File: src/rtl/core_exec_defines.svh
// Constants for the instruction execution unit: register offsets, field positions, reset values.
// Assumes inclusion by bare name from files under rtl/.
`ifndef CORE_EXEC_DEFINES_SVH
`define CORE_EXEC_DEFINES_SVH

// Byte offsets on the register bus, one aligned word each
`define UPPER_LATCH_OFS 5'h00
`define STATUS_OFS 5'h04
`define ACCUM_OFS 5'h08
`define PC_OFS 5'h0C
`define STACK_TOP_OFS 5'h10
`define WATCHDOG_OFS 5'h14
`define FILE_SEL_OFS 5'h18
`define FILE_DATA_OFS 5'h1C

// Status word layout
`define ZERO_FLAG_BIT 2
`define SLEEP_FLAG_BIT 3
`define EXPIRY_FLAG_BIT 4

// Upper latch bits that feed program counter bits 12:11 on a call
`define PAGE_HI_BIT 4
`define PAGE_LO_BIT 3

// Reset values
`define UPPER_LATCH_RST 5'h00
`define PC_RST 13'h0000
`define ACCUM_RST 8'h00
`define ZERO_FLAG_RST 1'b0
`define SLEEP_FLAG_RST 1'b1
`define EXPIRY_FLAG_RST 1'b1
`define FILE_SEL_RST 7'h00
`define WATCHDOG_CLEAR 8'h00
`define READ_ZERO 32'h0000_0000

`endif

File: src/rtl/core_exec_pkg.sv
// Types shared by the instruction execution unit.
// Assumes nothing beyond a SystemVerilog compiler.
package core_exec_pkg;

  typedef enum logic [2:0] {
    OP_NOP,
    OP_BIT_TEST_SKIP_IF_ONE,
    OP_WATCHDOG_KICK,
    OP_CALL,
    OP_INVERT_REGISTER,
    OP_ZERO_REGISTER,
    OP_DECREMENT_REGISTER,
    OP_ZERO_ACCUMULATOR
  } opcode_t;

  typedef enum logic {
    EXEC_CYCLE,
    CALL_SECOND_CYCLE
  } exec_state_t;

endpackage

File: src/rtl/core_instruction_semantics.sv
// Execution unit for a subset of an 8-bit core: skip test, watchdog kick, call, register ops.
// Assumes a fetch stage that presents one instruction with valid/ready, and an Avalon-MM master.
`timescale 1ns/1ps
`include "core_exec_defines.svh"

// How it works
// [RL1] Set tested bit discards the next instruction
// [RL2] Watchdog kick clears counter and prescaler
// [RL3] Watchdog kick sets expiry and sleep flags
// [RL4] Call pushes following address onto stack
// [RL5] Call loads eleven-bit target into PC[10:0]
// [RL6] Call takes PC[12:11] from latch bits 4:3
// [RL7] Call occupies two instruction cycles
// [RL8] Invert writes complement to accumulator or register
// [RL9] Zero register clears it, sets zero flag
// [RL10] Decrement writes f minus one to destination
// [RL11] Zero accumulator clears it, sets zero flag
// [RL12] Zero flag follows result; skip, call untouched
module core_instruction_semantics #(
  parameter int STACK_DEPTH = 8,
  parameter int PRESCALE_W = 8
) (
  input wire logic clock, // Core clock, 250 MHz
  input wire logic rst, // Async reset, active high
  input wire logic instrValid, // Instruction presented
  output logic instrReady, // Unit takes an instruction this cycle
  input wire core_exec_pkg::opcode_t opcode, // Operation
  input wire logic [6:0] fileAddr, // Register file address
  input wire logic [2:0] bitSel, // Bit under test
  input wire logic destToFile, // 1: result to register, 0: to accumulator
  input wire logic [10:0] callTarget, // Call immediate
  input wire logic [4:0] address, // Avalon byte address
  input wire logic read, // Avalon read
  input wire logic write, // Avalon write
  input wire logic [31:0] writedata, // Avalon write data
  output logic [31:0] readdata, // Avalon read data
  output logic waitrequest, // Avalon wait
  output logic [12:0] programCounter, // Address of next instruction
  output logic [7:0] accumulator, // Working register
  output logic watchdogTimeout // One-cycle pulse on watchdog overflow
);

  localparam int WDT_W = 8;

  core_exec_pkg::exec_state_t state;
  logic [7:0] regFile [128];
  logic fire;
  logic execute;
  logic skipPending;
  logic [7:0] operand;
  logic [7:0] invResult;
  logic [7:0] decResult;
  logic bitIsSet;
  logic [4:0] upperPcLatch;
  logic [6:0] fileSel;
  logic zeroFlag;
  logic sleepEntryFlag;
  logic watchdogExpiryFlag;
  logic [PRESCALE_W-1:0] prescaler;
  logic [WDT_W-1:0] watchdogCount;
  logic prescaleWrap;
  logic watchdogWrap;
  logic kick;
  logic callNow;
  logic [12:0] stackTop;
  logic stackPop;
  logic ack;
  logic accept;
  logic [31:0] next_readdata;

  assign instrReady = (state == core_exec_pkg::EXEC_CYCLE); // [RL7]
  assign fire = instrValid && instrReady;
  // A discarded instruction is consumed and only advances the program counter
  assign execute = fire && !skipPending; // [RL1]
  assign operand = regFile[fileAddr];
  assign invResult = ~operand;
  assign decResult = operand - 8'h01;
  assign bitIsSet = operand[bitSel];
  assign kick = execute && (opcode == core_exec_pkg::OP_WATCHDOG_KICK);
  assign callNow = execute && (opcode == core_exec_pkg::OP_CALL);

  always_ff @(posedge clock or posedge rst)
  begin
    if (rst)
    begin
      state <= core_exec_pkg::EXEC_CYCLE;
    end
    else
    begin
      case (state)
        core_exec_pkg::EXEC_CYCLE: if (callNow) state <= core_exec_pkg::CALL_SECOND_CYCLE; // [RL7]
        core_exec_pkg::CALL_SECOND_CYCLE: state <= core_exec_pkg::EXEC_CYCLE;
        default: state <= core_exec_pkg::EXEC_CYCLE;
      endcase
    end
  end

  always_ff @(posedge clock or posedge rst)
  begin
    if (rst)
    begin
      skipPending <= 1'b0;
    end
    else if (fire)
    begin
      skipPending <= execute && (opcode == core_exec_pkg::OP_BIT_TEST_SKIP_IF_ONE) && bitIsSet; // [RL1]
    end
  end

  always_ff @(posedge clock or posedge rst)
  begin
    if (rst)
    begin
      programCounter <= `PC_RST;
    end
    else if (callNow)
    begin
      programCounter <= {upperPcLatch[`PAGE_HI_BIT:`PAGE_LO_BIT], callTarget}; // [RL5] [RL6]
    end
    else if (fire)
    begin
      programCounter <= programCounter + 13'h0001;
    end
  end

  // Return address is the call's own address plus one
  return_stack #(
    .WIDTH(13),
    .DEPTH(STACK_DEPTH)
  ) u_stack (
    .clock(clock),
    .rst(rst),
    .push(callNow), // [RL4]
    .pushData(programCounter + 13'h0001), // [RL4]
    .pop(stackPop),
    .stackTop(stackTop)
  );

  always_ff @(posedge clock or posedge rst)
  begin
    if (rst)
    begin
      accumulator <= `ACCUM_RST;
    end
    else if (execute)
    begin
      case (opcode)
        core_exec_pkg::OP_ZERO_ACCUMULATOR: accumulator <= 8'h00; // [RL11]
        core_exec_pkg::OP_INVERT_REGISTER: if (!destToFile) accumulator <= invResult; // [RL8]
        core_exec_pkg::OP_DECREMENT_REGISTER: if (!destToFile) accumulator <= decResult; // [RL10]
        default: accumulator <= accumulator;
      endcase
    end
  end

  // Data array without reset; bus writes are held off while an instruction is presented
  always_ff @(posedge clock)
  begin
    if (execute && (opcode == core_exec_pkg::OP_ZERO_REGISTER))
      regFile[fileAddr] <= 8'h00; // [RL9]
    else if (execute && destToFile && (opcode == core_exec_pkg::OP_INVERT_REGISTER))
      regFile[fileAddr] <= invResult; // [RL8]
    else if (execute && destToFile && (opcode == core_exec_pkg::OP_DECREMENT_REGISTER))
      regFile[fileAddr] <= decResult; // [RL10]
    else if (accept && write && (address == `FILE_DATA_OFS))
      regFile[fileSel] <= writedata[7:0];
  end

  always_ff @(posedge clock or posedge rst)
  begin
    if (rst)
    begin
      zeroFlag <= `ZERO_FLAG_RST;
    end
    else if (execute)
    begin
      case (opcode)
        core_exec_pkg::OP_ZERO_ACCUMULATOR: zeroFlag <= 1'b1; // [RL11]
        core_exec_pkg::OP_ZERO_REGISTER: zeroFlag <= 1'b1; // [RL9]
        core_exec_pkg::OP_INVERT_REGISTER: zeroFlag <= (invResult == 8'h00); // [RL12]
        core_exec_pkg::OP_DECREMENT_REGISTER: zeroFlag <= (decResult == 8'h00); // [RL12]
        default: zeroFlag <= zeroFlag; // [RL12]
      endcase
    end
  end

  assign prescaleWrap = &prescaler;
  assign watchdogWrap = prescaleWrap && (&watchdogCount);

  // Kick outranks a same-cycle overflow, so the counter never times out on a kick
  always_ff @(posedge clock or posedge rst)
  begin
    if (rst)
    begin
      prescaler <= '0;
      watchdogCount <= `WATCHDOG_CLEAR;
    end
    else if (kick)
    begin
      prescaler <= '0; // [RL2]
      watchdogCount <= `WATCHDOG_CLEAR; // [RL2]
    end
    else
    begin
      prescaler <= prescaler + PRESCALE_W'(1);
      if (prescaleWrap) watchdogCount <= watchdogCount + WDT_W'(1);
    end
  end

  always_ff @(posedge clock or posedge rst)
  begin
    if (rst)
    begin
      watchdogExpiryFlag <= `EXPIRY_FLAG_RST;
      sleepEntryFlag <= `SLEEP_FLAG_RST;
      watchdogTimeout <= 1'b0;
    end
    else
    begin
      watchdogTimeout <= watchdogWrap && !kick;
      if (kick)
      begin
        watchdogExpiryFlag <= 1'b1; // [RL3]
        sleepEntryFlag <= 1'b1; // [RL3]
      end
      else if (watchdogWrap) watchdogExpiryFlag <= 1'b0;
    end
  end

  // Bus is served only while no instruction is presented, so the two never race
  assign accept = (read || write) && ack && !instrValid;
  assign waitrequest = (read || write) && !accept;
  assign stackPop = accept && write && (address == `STACK_TOP_OFS) && !callNow;

  always_comb
  begin
    next_readdata = `READ_ZERO;
    case (address)
      `UPPER_LATCH_OFS: next_readdata[4:0] = upperPcLatch;
      `STATUS_OFS:
      begin
        next_readdata[`ZERO_FLAG_BIT] = zeroFlag;
        next_readdata[`SLEEP_FLAG_BIT] = sleepEntryFlag;
        next_readdata[`EXPIRY_FLAG_BIT] = watchdogExpiryFlag;
      end
      `ACCUM_OFS: next_readdata[7:0] = accumulator;
      `PC_OFS: next_readdata[12:0] = programCounter;
      `STACK_TOP_OFS: next_readdata[12:0] = stackTop;
      `WATCHDOG_OFS: next_readdata[7:0] = watchdogCount;
      `FILE_SEL_OFS: next_readdata[6:0] = fileSel;
      `FILE_DATA_OFS: next_readdata[7:0] = regFile[fileSel];
      default: next_readdata = `READ_ZERO;
    endcase
  end

  always_ff @(posedge clock or posedge rst)
  begin
    if (rst)
    begin
      ack <= 1'b0;
      readdata <= `READ_ZERO;
    end
    else
    begin
      ack <= (read || write) && !accept;
      if (read && !accept) readdata <= next_readdata;
    end
  end

  always_ff @(posedge clock or posedge rst)
  begin
    if (rst)
    begin
      upperPcLatch <= `UPPER_LATCH_RST;
      fileSel <= `FILE_SEL_RST;
    end
    else if (accept && write)
    begin
      if (address == `UPPER_LATCH_OFS) upperPcLatch <= writedata[4:0];
      if (address == `FILE_SEL_OFS) fileSel <= writedata[6:0];
    end
  end
endmodule

File: src/rtl/return_stack.sv
// Circular hardware return stack, push from the core, pop from software.
// Assumes push and pop are not requested in the same cycle; push wins if they are.
`timescale 1ns/1ps

module return_stack #(
  parameter int WIDTH = 13,
  parameter int DEPTH = 8
) (
  input wire logic clock, // Core clock
  input wire logic rst, // Async reset, active high
  input wire logic push, // Write pushData on top
  input wire logic [WIDTH-1:0] pushData, // Return address
  input wire logic pop, // Drop the top entry
  output logic [WIDTH-1:0] stackTop // Current top entry
);

  localparam int PTR_W = $clog2(DEPTH);

  logic [WIDTH-1:0] entries [DEPTH];
  logic [PTR_W-1:0] nextFree;
  logic [PTR_W-1:0] topIndex;

  // Wraps silently like the real stack: overflow overwrites the oldest entry
  assign topIndex = nextFree - PTR_W'(1);
  assign stackTop = entries[topIndex];

  always_ff @(posedge clock or posedge rst)
  begin
    if (rst)
    begin
      nextFree <= '0;
    end
    else if (push)
    begin
      nextFree <= nextFree + PTR_W'(1);
    end
    else if (pop)
    begin
      nextFree <= topIndex;
    end
  end

  always_ff @(posedge clock or posedge rst)
  begin
    if (rst)
    begin
      for (int i = 0; i < DEPTH; i++)
      begin
        entries[i] <= '0;
      end
    end
    else if (push)
    begin
      entries[nextFree] <= pushData;
    end
  end

endmodule

File: config.mk
export PLATFORM = sky130hd
export DESIGN_NAME = core_instruction_semantics
export DESIGN_NICKNAME = d
export VERILOG_FILES = /design/src/rtl/core_exec_pkg.sv /design/src/rtl/core_instruction_semantics.sv /design/src/rtl/return_stack.sv
export VERILOG_INCLUDE_DIRS = /design/src /design/src/rtl
export SDC_FILE = /design/constraint.sdc
export NUM_CORES = 2
export LEC_CHECK = 0
export BUFFER_PORTS_ARGS = -buffer_cell sky130_fd_sc_hd__buf_2
export CORE_ASPECT_RATIO = 1.2
export CORE_MARGIN = 8
export CORE_UTILIZATION = 57
export DETAILED_ROUTE_END_ITERATION = 10
export HOLD_SLACK_MARGIN = 0.03
export MAX_ROUTING_LAYER = met4
export PLACE_DENSITY = 0.77
export SLEW_MARGIN = 20
export SYNTH_ARGS = -nofsm -noshare
export SYNTH_HDL_FRONTEND = slang
export SYNTH_SLANG_ARGS = --single-unit
File: constraint.sdc
create_clock -name clock -period 9.4 [get_ports clock]
set_clock_uncertainty 0.2 [all_clocks]
set_input_delay 0.47 -clock clock [delete_from_list [all_inputs] [get_ports clock]]
set_output_delay 0.47 -clock clock [all_outputs]
set_load 0.01 [all_outputs]
# ---- Yosys cells after proc, flatten, opt, wreduce, memory -nomap -nowiden
# Memories as Yosys holds them, arrays and structs flattened.
# Index checks and enable logic that the tools add are counted.
# W data, S select, Z words.
dict set report totals {
  in_bits 67
  wordCells 146
  ff_bits 175
  output_inout_bits 56
  ramBits 1024
  n_memories 1
}
# name words word_bits rd rd_clocked_by_memory_dff wr line
set mem_list {}
lappend mem_list {regFile 128 8 2 0 1 core_instruction_semantics.sv:46} ;# logic [7:0] regFile [128];
dict set report classes {
  n_eq_ne 16
  order_cmp 4
  muxes 47
  reduce_logical 44
  addsub 6
  bitwise 6
}
# op n
set ops {}
lappend ops {{$bwmux W104} 1}
lappend ops {{$mux W13} 5}
lappend ops {{$mux W8} 8}
lappend ops {{$bmux W13 S3} 1}
lappend ops {{$demux W13 S3} 1}
lappend ops {{$pmux W3 S8} 1}
lappend ops {{$pmux W8 S3} 1}
lappend ops {{$logic_and A1 B1 Y1} 21}
lappend ops {{$eq A5 B5 Y1 const B} 4}
lappend ops {{$mux W1} 19}
lappend ops {{$add A8 B1 Y8 const B} 2}
lappend ops {{$logic_not A8 Y1} 2}
lappend ops {{$reduce_and A8 Y1} 2}
lappend ops {{$pmux W2 S7} 1}
lappend ops {{$add A13 B1 Y13 const B} 1}
lappend ops {{$eq A3 B3 Y1 const B} 4}
lappend ops {{$pmux W2 S6} 1}
lappend ops {{$eq A5 B4 Y1 const B} 2}
lappend ops {{$pmux W5 S2} 1}
lappend ops {{$ge A4 B4 Y1 const B} 2}
lappend ops {{$not A3 Y4} 2}
lappend ops {{$not A8 Y8} 1}
lappend ops {{$reduce_bool A2 Y1} 4}
lappend ops {{$reduce_or A8 Y1} 1}
lappend ops {{other kinds (24)} 35}

# ---- Longest topological paths before layout
dict set report depth {
  depth_word 12
  mapped_depth 17
  depth_no_buf 12
}

# ---- Hierarchy
# Synthesis repeated with hierarchy kept, for this count alone.
dict set report hier_totals {
  hier_cells 3075
  area_unflattened_um2 57108.5
}
# module cells_per_inst n_inst area_each_um2
set by_module_without_submodules {}
lappend by_module_without_submodules {core_instruction_semantics 2694 1 52011.1}
lappend by_module_without_submodules {return_stack 381 1 5097.4}

# ---- Least setup slack after synthesis
# No wires, ideal clock.
dict set report synth_timing {
  kind {in2reg}
  from {in fileAddr[1]}
  to {mem regFile[0][6] (data pin)}
  cell_stages 14
  n_path_buf 4
  setup_ns 1.197
  slack_ns 0.035
  required_time_ns 8.003
  arrival_time_ns 7.968
  path_cell_list {buf_2 > buf_4 > buf_2 > buf_2 > mux4_2 > o22ai_1 > a21oi_1 > nor4_1 > and2_0 > ha_1 > nor3b_1 > a21oi_1 > xnor2_1 > o21ai_0}
}
dict set report synth_between {
  elab_chain_cells 5
  word_cells_on_any_way 6
  cone_classes {add/sub (1); mux (3); bitwise (1); memory (1)}
}
# item line
set synth_lines {}
lappend synth_lines {{start, declared} core_instruction_semantics.sv:28} ;# input wire logic [6:0] fileAddr,
lappend synth_lines {{$mem_v2 Z128 W8 *} -}
lappend synth_lines {{parallel branches: the longest is 2 deep, another holds $sub A8 B1 Y8} -}
lappend synth_lines {{$mux W8 (no line) * (2 in series)} -}
lappend synth_lines {{end, declared} core_instruction_semantics.sv:46}
# Every way passes the cells marked *.

# ---- Final worst setup path
dict set report layout_timing {
  from {in fileAddr[1]}
  to {mem regFile[3][4] (data pin)}
}
# The elaborated chain is that of the path after synthesis.

==> parameters.txt <==
Parameter                              Value

Status
  Result of the run    finished, final reports clean

Critical path
  Worst Setup End Kind    flop
  Worst Setup Start Kind    input pin
  Crit path required time    slightly below 10 ns
  Worst reg-to-reg path cell count    11
  Worst Setup Path Type    input pin to flop
  Crit path arrival time    between 6 and 7 ns
  Endpoint of the worst-slack reg-to-reg timing path    regFile[3][4]$_DFFE_PP_
  Worst-case register-to-register setup slack    about 3.6 ns
  Reg2reg start    regFile[73][0]$_DFFE_PP_
  Maximum net fanout on the critical path    97

Layout
  Fill cell instance count of the final layout    between 6,000 and 7,000
  Commonest non-fill, non-tap cell in the layout    edfxtp_1
  Multi-input gate area    approximately 21,000 um^2
  Proportion of layout cells with a drive suffix above 1    0.250
  Post-layout nets    about 3,500
  Flip-flop and latch area    ~35,000 um^2
  Commonest non-fill, non-tap cells in the layout    1,024 x edfxtp_1, 498 x mux4_2, 219 x nor2_1
  Area Overhead vs Synth    9.08%

Power and ir drop
  Pwr dens    between 200 and 250 nW/um^2
  Final total power    between 10 and 15 mW
  Leakage dissipation    between 20 and 25 nW
  Worst IR Drop VDD    0.176 mV

Detailed routing
  Iteration count of the initial detailed-routing pass    8
  Routed wire length    about 170 mm
  DRC violations left    0
  Total via count after detailed routing    35,000
  ANT nets after route    0
  Iter 0 DRT Violations    about 5,400
  Detailed-route vias per instance    about 7.3
  Wirelength per Cell    roughly 35 um

Clock network
  Sink Count    between 1,000 and 1,500
  Root Buffer    clkbuf_16
  Later-pin clock latency in the skew report    roughly 0.73 ns
  Post-CTS setup repair buffer count    0
  Number of buffers created by CTS    115
  Total of hold buffers inserted after clock tree synthesis    31
  CTS tree    yes
  Post-cts gate resize count    0
  CTS H-tree depth    3
  Clock edge transition at the registers on the reported setup and hold paths    approximately 0.06 ns
  Worst-case clock buffer depth    3

Place
  Port bufs    79
  DP Wirelength    between 100 and 150 mm
  Final weighted congestion in routability-driven placement    roughly 1

Logic synthesis
  FF+latch count, synth    between 1,000 and 1,500
  Part of the Yosys area used for sequential elements    0.614
  Post-synthesis average cell area    ~17 um^2
  Share of synthesized registers carrying an async set or reset    0.146
  Count of flip-flops with a built-in enable after synthesis    just over 1,000
  Mapped Cells    around 3,300
  Area of the mapped netlist    around 57,000 um^2
  Top FF cell, synth    edfxtp_1
  Number of different library cells in the post-synthesis netlist    79
  Ys Warns    0

Global routing
  Number of global-route vias before repair    around 35,000
  Global-route usage over all layers    0.307
  GRT overflow    0
  Antenna violations before repair    13
  Largest net degree at the start of global routing    142
  Wire length of the first global-routing pass    between 200 and 250 mm

Hold path
  Capture endpoint of the worst hold path    regFile[104][7]$_DFFE_PP_
  Critical hold path startpoint    writedata[7]
  Worst min-delay path class    input pin to flop
  Worst hold stages    3

Floorplan
  Vertical extent of the die    ~360 um
  Total core area    between 90,000 and 100,000 um^2
  Die width    a little over 300 um
  Starting Density    0.574
  Count of pins on the block boundary    123
  Die ar.    around 110,000 um^2
  Standard-cell rows    approximately 130

Timing
  Final count of pins violating max slew    0
  Setup_tns    0 ns
  Count of endpoints failing setup in the final report    0
  Setup repair after global routing missed its margin    false
  Period Utilization, post-route    0.676
  Hold Fails Final Rpt    0
  Post-layout min period    approximately 6.4 ns
  Slew headroom    0.0953
  Transition time at the pin with the least slew margin    1.35 ns
  Max frequency    between 150 and 200 MHz

Flow run
  Max-cap violations    0
## worst max-delay path, cell delays in order
cell	delay [ns]
buf_6	0.60
nor2b_4	0.64
buf_4	0.54
a22oi_1	0.16
nand3_1	0.23
a21oi_1	0.13
nor4_1	0.96
and2_1	0.47
ha_1	0.26
nor3b_1	0.38
nor2_1	0.10
xnor2_1	0.28
a22o_4	0.85
buf_4	0.46
## flip-flops by register name, indices dropped and copies added (netlist names), 3 cells and up
| name | flops |
|---|---|
| regFile | 1024 |
| u_stack.entries | 104 |
| programCounter | 13 |
| readdata | 13 |
| accumulator | 8 |
| prescaler | 8 |
| watchdogCount | 8 |
| fileSel | 7 |
| upperPcLatch | 5 |
| u_stack.nextFree | 3 |
## logic make-up (layout without fill, tap and decap cells)
group	count (synthesis)	in the layout	synth area share
AOI/OAI and AO/OA	464	464	0.0515
xor gates and xnor gates	34	34	0.00520
adders and majority gates	8	8	0.00175
buffers and inverters	279	411	0.0292
DFF	1199	1199	0.614
muxes	749	749	0.252
other	1	34	0.0000655
and+or+nand+nor	609	609	0.0465
## worst max path at each step
stage / startpoint / to
6_report: fileAddr[1] / regFile[3][4]$_DFFE_PP_
5_1_grt: fileAddr[1] / regFile[64][4]$_DFFE_PP_
4_1_cts: fileAddr[1] / regFile[2][4]$_DFFE_PP_
3_5_place_dp: fileAddr[1] / regFile[65][4]$_DFFE_PP_
3_3_place_gp: fileAddr[1] / regFile[64][4]$_DFFE_PP_
2_1_floorplan: fileAddr[1] / regFile[0][6]$_DFFE_PP_
## area by class of cell
type,count,share of cell area
flip-flops and latches,1199,0.563
clock buffers,148,0.0498
diodes,15,0.000601
well taps,1290,0.0259
repair buffers,175,0.0207
inverters,23,0.00146
multi-input cells,1883,0.331
clock inverters,65,0.00808
## stage by stage
step                      hold slack (ns)   util  instances  worst slack [ns]  area (um^2)
final                              0.0616  0.626       4798              3.04        62400
after global routing               0.0721  0.626       4797              3.08        62400
after CTS                          0.0349  0.625       4782              3.33        62400
after detailed placement            0.266  0.586       4538              2.62        58400
after global placement              0.256  0.586       4538              2.75        58400
after floorplan                     0.245      -       3361            0.0354        57300
## synth_stat cells (26+ instances only)
master	n	share of area
nand2_1	215	0.014
mux2i_1	184	0.032
mux4_1	41	0.019
mux4_2	498	0.20
nor3_1	28	0.0024
o21ai_0	141	0.012
dfrtp_1	174	0.076
clkbuf_1	118	0.0077
nor2_1	224	0.015
buf_2	51	0.0045
o22ai_1	40	0.0044
a22oi_1	89	0.012
mux2_2	26	0.0051
edfxtp_1	1024	0.54
a21oi_1	98	0.0086
nand3_1	44	0.0038
## routing by layer
metal	GRT usage	up-vias	wire length, um
met2	0.467	2700	78800
li1	-	13800	-
met1	0.368	17800	55900
met3	0.0822	642	19900
met4	0.191	0	12900
met5	-	-	0
## power breakdown
group	switching, mW	leakage, nW	total (mW)	internal, mW
Sequential	0.186	11.8	6.09	5.91
Combinational	1.12	7.38	1.95	0.827
Clock	2.04	1.76	4.53	2.49
Total	3.34	21.0	12.6	9.23
(Power assumes the default switching activity.)
